--- src/lane_map_pkg.sv ---
// Purpose: Shared constants for the sample-to-lane frame mapper
// Assumes: Samples arrive in 12-bit slots, value right-justified in the slot
// Notes: Format codes follow the link format selection values
package lane_map_pkg;
   localparam int NUM_LANES = 8;
   localparam int NUM_CHANNELS = 4;
   localparam int SAMPLES_PER_CHANNEL = 8;
   localparam int SAMPLE_SLOT_BITS = 12;
   localparam int CHANNEL_BUS_BITS = SAMPLES_PER_CHANNEL * SAMPLE_SLOT_BITS;
   localparam int MAX_OCTETS = 5;
   localparam int OCTET_BITS = 8;
   localparam int LANE_WORD_BITS = MAX_OCTETS * OCTET_BITS;
   localparam int OCTET_COUNT_BITS = 3;

   // Link format selection codes served here
   localparam logic [3:0] FMT_8B_4L_8B10B = 4'h2;
   localparam logic [3:0] FMT_10B_4L_8B10B = 4'h3;
   localparam logic [3:0] FMT_12B_3L_64B66B = 4'h4;
   localparam logic [3:0] FMT_8B_2L_64B66B = 4'h5;
   localparam logic [3:0] FMT_12B_6L_64B66B = 4'h6;
   localparam logic [3:0] FMT_8B_4L_64B66B = 4'h7;
   localparam logic [3:0] FMT_12B_4L_64B66B = 4'h8;
   localparam logic [3:0] FMT_8B_8L_8B10B = 4'h9;
   localparam logic [3:0] FMT_10B_8L_8B10B = 4'hA;

   // Reset values
   localparam logic [NUM_LANES-1:0] LANE_ENABLE_RESET = 8'h00;
   localparam logic [OCTET_COUNT_BITS-1:0] OCTETS_RESET = 3'h0;

   // Octets per lane per frame; zero marks an unserved format
   function automatic logic [OCTET_COUNT_BITS-1:0] frame_octets(input logic [3:0] fmt);
      case (fmt)
         FMT_8B_4L_8B10B, FMT_8B_4L_64B66B, FMT_8B_8L_8B10B: frame_octets = 3'h1;
         FMT_12B_3L_64B66B, FMT_8B_2L_64B66B, FMT_12B_6L_64B66B: frame_octets = 3'h2;
         FMT_12B_4L_64B66B: frame_octets = 3'h3;
         FMT_10B_4L_8B10B, FMT_10B_8L_8B10B: frame_octets = 3'h5;
         default: frame_octets = 3'h0;
      endcase
   endfunction

   // Lanes driven at the largest lane count of each format
   function automatic logic [3:0] frame_lanes(input logic [3:0] fmt);
      case (fmt)
         FMT_8B_2L_64B66B: frame_lanes = 4'h2;
         FMT_12B_3L_64B66B: frame_lanes = 4'h3;
         FMT_8B_4L_8B10B, FMT_10B_4L_8B10B, FMT_8B_4L_64B66B, FMT_12B_4L_64B66B: frame_lanes = 4'h4;
         FMT_12B_6L_64B66B: frame_lanes = 4'h6;
         FMT_8B_8L_8B10B, FMT_10B_8L_8B10B: frame_lanes = 4'h8;
         default: frame_lanes = 4'h0;
      endcase
   endfunction
endpackage

--- src/lane_octet_shifter.sv ---
// Purpose: Holds one lane's frame word and presents it an octet at a time
// Assumes: Word is MSB-aligned, first octet in the top bits
// Notes: Zeros shift in from below, so stale bits never reach the lane
`timescale 1ns/100ps
module lane_octet_shifter #(
   parameter int WORD_BITS = 40
) (
   input wire logic clk,
   input wire logic rstn,
   input wire logic load,
   input wire logic shift,
   input wire logic [WORD_BITS-1:0] word_in,
   output logic [7:0] octet_out
);
   logic [WORD_BITS-1:0] word;

   if (WORD_BITS % 8 != 0 || WORD_BITS < 8) begin : g_bad_width
      $error("lane_octet_shifter: WORD_BITS must be a whole number of octets");
   end

   // Load wins over shift so a back-to-back frame starts cleanly
   always_ff @(posedge clk or negedge rstn) begin
      if (!rstn) begin
         word <= '0;
      end else if (load) begin
         word <= word_in;
      end else if (shift) begin
         word <= word << 8;
      end
   end

   assign octet_out = word[WORD_BITS-1 -: 8];
endmodule // lane_octet_shifter

--- src/adc_lane_frame_mapper.sv ---
// Purpose: Maps four channels of converter samples into per-lane octets for one frame
// Assumes: Sample inputs and format select come from logic on clk; samples valid with frame_valid
// Notes: Only the largest lane count of each format is served
//        Unserved codes take no frame and power every lane down
//        A select change mid-frame leaves the loaded frame intact
//        Lane words are MSB-aligned; the shifters drain them from the top
`timescale 1ns/100ps
module adc_lane_frame_mapper
   import lane_map_pkg::*;
(
   input wire logic clk,
   input wire logic rstn,
   input wire logic [3:0] link_format_select,
   input wire logic frame_valid,
   input wire logic [CHANNEL_BUS_BITS-1:0] chan_a_samples,
   input wire logic [CHANNEL_BUS_BITS-1:0] chan_b_samples,
   input wire logic [CHANNEL_BUS_BITS-1:0] chan_c_samples,
   input wire logic [CHANNEL_BUS_BITS-1:0] chan_d_samples,
   output logic frame_ready,
   output logic format_supported,
   output logic [NUM_LANES-1:0] lane_enable,
   output logic octet_valid,
   output logic frame_start,
   output logic [OCTET_BITS*NUM_LANES-1:0] lane_octets
);
   logic [CHANNEL_BUS_BITS-1:0] chan [NUM_CHANNELS];
   logic [LANE_WORD_BITS-1:0] lane_word [NUM_LANES];
   logic [47:0] pack48;
   logic [OCTET_COUNT_BITS-1:0] remaining;
   logic [OCTET_COUNT_BITS-1:0] next_remaining;
   logic [OCTET_COUNT_BITS-1:0] sel_octets;
   logic accept;
   logic served;
   logic shift_on;
   logic [3:0] sel_lanes;

   // The layouts below are written for this geometry; refuse other lane, channel or word sizes, and fewer or narrower sample slots
   if (NUM_LANES != 8) begin : g_bad_lanes
      $error("adc_lane_frame_mapper: layouts are written for eight lanes");
   end
   if (NUM_CHANNELS != 4) begin : g_bad_channels
      $error("adc_lane_frame_mapper: layouts are written for four channels");
   end
   if (SAMPLE_SLOT_BITS < 12 || SAMPLES_PER_CHANNEL < 8) begin : g_bad_slots
      $error("adc_lane_frame_mapper: eight 12-bit sample slots per channel are needed");
   end
   if (OCTET_BITS != 8 || LANE_WORD_BITS != 40) begin : g_bad_word
      $error("adc_lane_frame_mapper: lane words must hold five 8-bit octets");
   end
   if (MAX_OCTETS >= (1 << OCTET_COUNT_BITS)) begin : g_bad_count
      $error("adc_lane_frame_mapper: octet counter too narrow for the longest frame");
   end

   assign chan[0] = chan_a_samples;
   assign chan[1] = chan_b_samples;
   assign chan[2] = chan_c_samples;
   assign chan[3] = chan_d_samples;

   assign sel_octets = frame_octets(link_format_select);
   assign sel_lanes = frame_lanes(link_format_select);
   // Zero octets marks a code with no layout here
   assign served = sel_octets != OCTETS_RESET;
   // Ready is registered, so it can still be high for the old code when the select moves
   // to an unserved one; served gates the take so no empty frame is ever started
   assign accept = frame_valid && frame_ready && served;
   // Shift only while a frame is on the lanes, so idle lanes hold zero
   assign shift_on = remaining != OCTETS_RESET;

   // Frame layout per format; every bit not named below stays zero
   always_comb begin
      pack48 = '0;
      for (int l = 0; l < NUM_LANES; l++) begin
         lane_word[l] = '0;
      end
      case (link_format_select)
         // One 8-bit sample 0 per lane, one octet per frame
         FMT_8B_4L_8B10B, FMT_8B_4L_64B66B: begin
            for (int c = 0; c < NUM_CHANNELS; c++) begin
               lane_word[c] = {chan[c][7:0], 32'h0000_0000};
            end
         end
         // Four 10-bit samples of one channel fill five octets
         FMT_10B_4L_8B10B: begin
            for (int c = 0; c < NUM_CHANNELS; c++) begin
               lane_word[c] = {chan[c][9:0], chan[c][21:12], chan[c][33:24], chan[c][45:36]};
            end
         end
         // Four 12-bit samples as one 48-bit run, cut 16 bits per lane
         FMT_12B_3L_64B66B: begin
            pack48 = {chan[0][11:0], chan[1][11:0], chan[2][11:0], chan[3][11:0]};
            for (int l = 0; l < 3; l++) begin
               lane_word[l] = {pack48[47-16*l -: 16], 24'h00_0000};
            end
         end
         // Two 8-bit samples per lane
         FMT_8B_2L_64B66B: begin
            lane_word[0] = {chan[0][7:0], chan[1][7:0], 24'h00_0000};
            lane_word[1] = {chan[2][7:0], chan[3][7:0], 24'h00_0000};
         end
         // Two channel pairs, each over three lanes
         FMT_12B_6L_64B66B: begin
            // Each channel pair fills a triple of lanes, samples split MSBs first
            for (int g = 0; g < 2; g++) begin
               pack48 = {chan[2*g][11:0], chan[2*g][23:12], chan[2*g+1][11:0], chan[2*g+1][23:12]};
               for (int l = 0; l < 3; l++) begin
                  lane_word[3*g+l] = {pack48[47-16*l -: 16], 24'h00_0000};
               end
            end
         end
         // Two 12-bit samples of one channel in three octets
         FMT_12B_4L_64B66B: begin
            for (int c = 0; c < NUM_CHANNELS; c++) begin
               lane_word[c] = {chan[c][11:0], chan[c][23:12], 16'h0000};
            end
         end
         // Samples 0 and 1 of each channel on an even and odd lane
         FMT_8B_8L_8B10B: begin
            for (int c = 0; c < NUM_CHANNELS; c++) begin
               for (int k = 0; k < 2; k++) begin
                  lane_word[2*c+k] = {chan[c][12*k+7 -: 8], 32'h0000_0000};
               end
            end
         end
         // Even samples on the even lane, odd samples on the odd lane
         FMT_10B_8L_8B10B: begin
            for (int c = 0; c < NUM_CHANNELS; c++) begin
               for (int k = 0; k < 2; k++) begin
                  lane_word[2*c+k] = {chan[c][12*k+9 -: 10], chan[c][12*(k+2)+9 -: 10],
                                      chan[c][12*(k+4)+9 -: 10], chan[c][12*(k+6)+9 -: 10]};
               end
            end
         end
         // No layout: every lane word stays zero
         default: begin
            pack48 = '0;
         end
      endcase
   end

   // Octets left to show, counting the one on the lanes now
   // A take reloads even on the last octet, so back to back frames lose no cycle
   always_comb begin
      next_remaining = remaining;
      if (accept) begin
         next_remaining = sel_octets;
      end else if (remaining != OCTETS_RESET) begin
         next_remaining = remaining - 3'h1;
      end
   end

   always_ff @(posedge clk or negedge rstn) begin
      if (!rstn) begin
         remaining <= OCTETS_RESET;
      end else begin
         remaining <= next_remaining;
      end
   end

   // Ready one cycle early on the last octet so frames run back to back
   // Held low for unserved codes from the cycle after the select moves; served in accept is what refuses their frames
   always_ff @(posedge clk or negedge rstn) begin
      if (!rstn) begin
         frame_ready <= 1'b0;
      end else begin
         frame_ready <= served && (next_remaining <= 3'h1);
      end
   end

   // Stream framing flags
   // frame_start marks octet 0, where the receiver restarts its words
   always_ff @(posedge clk or negedge rstn) begin
      if (!rstn) begin
         octet_valid <= 1'b0;
         frame_start <= 1'b0;
      end else begin
         octet_valid <= next_remaining != OCTETS_RESET;
         frame_start <= accept;
      end
   end

   // Lowest lanes only; the rest stay powered down
   always_ff @(posedge clk or negedge rstn) begin
      if (!rstn) begin
         lane_enable <= LANE_ENABLE_RESET;
         format_supported <= 1'b0;
      end else begin
         for (int l = 0; l < NUM_LANES; l++) begin
            lane_enable[l] <= l < int'(sel_lanes);
         end
         format_supported <= served;
      end
   end

   // One shifter per lane; top octet leaves first, so samples go MSB first
   // Every lane is built; lane_enable tells the pads which ones to power
   for (genvar l = 0; l < NUM_LANES; l++) begin : g_lane
      lane_octet_shifter #(
         .WORD_BITS(LANE_WORD_BITS)
      ) u_shift (
         .clk(clk),
         .rstn(rstn),
         .load(accept),
         .shift(shift_on),
         .word_in(lane_word[l]),
         .octet_out(lane_octets[OCTET_BITS*l +: OCTET_BITS])
      );
   end
endmodule // adc_lane_frame_mapper

--- config.mk ---
export PLATFORM = sky130hd
export DESIGN_NAME = adc_lane_frame_mapper
export DESIGN_NICKNAME = d
export VERILOG_FILES = /design/src/lane_map_pkg.sv /design/src/lane_octet_shifter.sv /design/src/adc_lane_frame_mapper.sv
export SDC_FILE = /design/constraint.sdc
export NUM_CORES = 1
export LEC_CHECK = 0
export BUFFER_PORTS_ARGS = -buffer_cell sky130_fd_sc_hd__buf_2
export CAP_MARGIN = 20
export CORE_ASPECT_RATIO = 1.4
export CORE_UTILIZATION = 25
export CTS_BUF_LIST = sky130_fd_sc_hd__clkbuf_16
export CTS_CLUSTER_DIAMETER = 80
export CTS_CLUSTER_SIZE = 16
export DETAILED_ROUTE_END_ITERATION = 7
export SYNTH_ARGS = -nofsm -noshare
export SYNTH_HDL_FRONTEND = slang
export SYNTH_SLANG_ARGS = --single-unit
--- constraint.sdc ---
create_clock -name clk -period 3.8 [get_ports clk]
set_input_delay 0.57 -clock clk [delete_from_list [all_inputs] [get_ports clk]]
set_output_delay 0.57 -clock clk [all_outputs]
set_load 0.005 [all_outputs]
==> impl_metrics.yaml <==
sta:
  hold_violations: 0
  drv_slew: 0
  fin_setup_tns_ns: 0
  min_period_ns: 2.79
  period_share_pct: 73.4
  clock.fmax_ghz: 0.359
  maxSlewHeadroom_pct: 36.9
  finalSetupViolations: 0
  fin_worst_skew_ns: 0.0333
  rsz0062_at_grt: "no"
  fin_hold_ws_ns: 0.182
  max_slew.worst_pin.slew_ns: 0.946
yosys:
  yosys.area.top_type: "dfrtp_1"
  avgSynthCellArea_um2: 9.66
  synth_cells: 2023
  synth_top_flop_cell: "dfrtp_1"
  syn_area_um2: 19500
  synth_nets: 2421
  yosysSeqAreaShare_pct: 42.9
  synth_area_leaders: "dfrtp_1 43%, a2bb2oi_1 5.4%, o21ai_0 5.4%"
  ys.warnings.count: 0
  synth_edf_count: 0
  ys_seq_elements: 335
  synth_top_area_share_pct: 42.9
  synth_cell_types: 70
  synth-async-reset-ratio_pct: 100
pwr:
  p_leak_nw: 10.6
  power_density_nw_per_um2: 529
  irDropWorstVdd_uv: 289
  finalPower_w: 0.0122
floorplan:
  chipHeight_um: 333
  core_area_um2: 76900
  start_util_pct: 25.4
  rows: 120
  dieArea_um2: 79300
  io_pins: 467
  die_w_um: 238
placement:
  portBuffers: 418
  place_inst: 3254
  dp_hpwl_mm: 67.3
  gp_congestion: 0.899
critical_path:
  cp.required_ns: 4.34
  crit_chain: "buf_2 > inv_1 > ha_2 > buf_4 > and2_0 > o21a_1 > a222oi_1 > or3_1 > a2bb2oi_1"
  cp-end-kind: "register"
  critical-path-slowest-cell: "o21a_1"
  critPathMaxFanout: 34
  cp-start-kind: "input pin"
  path_class: "in -> reg"
  cp.arrival_ns: 3.32
  crit-reg2reg-launch: "frame_ready$_DFF_PN0_"
  slowest_delay_ns: 0.62
  cp-startpoint: "link_format_select[0]"
worst_hold_path:
  min_from: "chan_d_samples[87]"
  hold_class: "in -> reg"
grt:
  antenna_found_initial: 40
  grt_pass1_vias: 18283
  grt_overflow: 0
  grt_max_degree: 123
  grt_pass1_wl_mm: 131
  grt.total_usage_pct: 22.3
layout:
  layout.nets: 2648
  fillerInstances: 8276
  area_growth_pct: 18.3
  drive_gt1_share_pct: 25.2
  stdcell_count: 3309
cts:
  post_cts_resized: 0
  cts.sink_count: 335
  cts_max_path_buffers: 3
  cts_made_buffers: 29
  cts_tree: "done"
  clk_latency_ns: 0.61
  cts_max_level: 1
  clk_pin_slew_ns: 0.08
  cts-root-buf: "clkbuf_16"
route:
  finalWirelength_mm: 91.7
  drt_iter0_drc: 2202
  first_pass_iters: 7
  vias_per_cell: 5.71
  drc: 0
  vias: 18885
  postRouteAntennaNets: 0
  avgRoutedWirePerCell_um: 27.7
status:
  status: "complete, no violations"
flow_run:
  max_cap_violations: 0
-- logic make-up (layout without fill, tap and decap cells) --
| kind of cell | Yosys count | after routing | synth area share, % |
|---|---|---|---|
| other cells | 0 | 12 | 0 |
| fa+ha+maj | 7 | 7 | 0.448 |
| flops | 335 | 335 | 42.9 |
| xor+xnor | 2 | 2 | 0.0897 |
| compound gates | 864 | 864 | 32.7 |
| buf+inv | 309 | 546 | 8.14 |
| mux | 99 | 99 | 5.07 |
| simple gates | 407 | 407 | 10.7 |
-- final cells by class --
type / instances / area [um^2] / share of cell area, %
Inverter: 11 / 48.8 / 0.211
Tap cell: 1037 / 1300 / 5.62
Clock inverter: 12 / 141 / 0.612
Timing Repair Buffer: 494 / 2870 / 12.4
Sequential cell: 335 / 8380 / 36.3
Clock buffer: 29 / 726 / 3.14
Multi-Input combinational cell: 1379 / 9610 / 41.6
Antenna cell: 12 / 30.0 / 0.130
-- per-stage QoR --
step | cell area, um^2 | utilization [%] | setup slack [ns]
final | 23100 | 30.1 | 1.01
after global placement | 22200 | 28.9 | 0.348
after detailed placement | 22200 | 28.9 | 0.541
after global routing | 23100 | 30.0 | 0.942
after CTS | 23100 | 30.0 | 1.15
after floorplan | 19500 | - | 1.35
-- cells in the final DEF (no fill, tap or decap), types with 5 or more instances in the layout --
master     instances
a2bb2oi_1        120
mux2i_1           99
o22ai_1           18
diode_2           12
o2bb2ai_1         27
inv_1              8
a221o_1           17
ha_1               6
nand2b_1           7
and3_1            24
a21o_1             6
a22o_1            83
a22oi_1          121
buf_2            417
dfrtp_1          335
clkbuf_16         29
a222oi_1          21
nand3_1          103
a221oi_1          16
o22a_1            16
and2_1            17
or3_1             67
nor3_1             9
a32o_1             9
buf_12            15
o21ai_0          209
a211o_1           50
nor2_1            43
a21oi_1           75
a32oi_1           20
a211oi_1           8
o211ai_1          15
buf_4             59
o221ai_1           5
nand2_1          111
-- worst paths after layout --
check	to	slack, ns	cells after the start
max in group asynchronous	g_lane[7].u_shift.word[38]$_DFFE_PN0P_	2.36	3
setup / recovery	g_lane[0].u_shift.word[31]$_DFFE_PN0P_	1.01	9
min in group asynchronous	g_lane[0].u_shift.word[36]$_DFFE_PN0P_	0.43	2
setup reg to reg	g_lane[6].u_shift.word[34]$_DFFE_PN0P_	1.17	8
hold reg to reg	g_lane[2].u_shift.word[2]$_DFFE_PN0P_	0.49	1
hold / removal	g_lane[7].u_shift.word[3]$_DFFE_PN0P_	0.18	2
-- worst max-delay path, delay by kind of cell --
kind                       cells  cell delay [ns]
adders and majority gates      1             0.21
AOI/OAI and AO/OA              3             0.99
buffers and inverters          3             0.61
and+or+nand+nor                2             0.92
-- routing by layer --
metal  track usage, %  vias up  wire length, um
li1                 -     8184                -
met1             27.0     9320            33900
met2             37.5     1125            44400
met3             5.52      222             9240
met4             8.93       34             3970
met5                0        -              232
-- sequential cells by signal, indices dropped and copies added, names as in the netlist --
register and count:
frame_start 1, lane_enable 8, octet_valid 1, format_supported 1
remaining 3, frame_ready 1, g_lane.u_shift.word 320
-- Yosys cell counts (all sizes together), types with 67 or more instances --
cell     instances
dfrtp          335
o21ai          210
buf            171
clkbuf         127
a22oi          121
a2bb2oi        120
nand2          112
nand3          103
mux2i           99
a22o            83
a21oi           77
or3             67
-- what timing repair did --
item                       in CTS  in global routing
setup buffers                   0                  0
hold endpoints to repair       25                  0
setup endpoints to repair       0                  0
hold buffers                    1                  0
-- report_power, final --
group	internal, W	total, W	switching (W)
clock	0.00147	0.00298	0.00151
combinational	0.00182	0.00451	0.00269
sequential	0.00429	0.00472	0.000435
total	0.00758	0.0122	0.00463
Note: power is estimated with default switching activity, not from simulation.
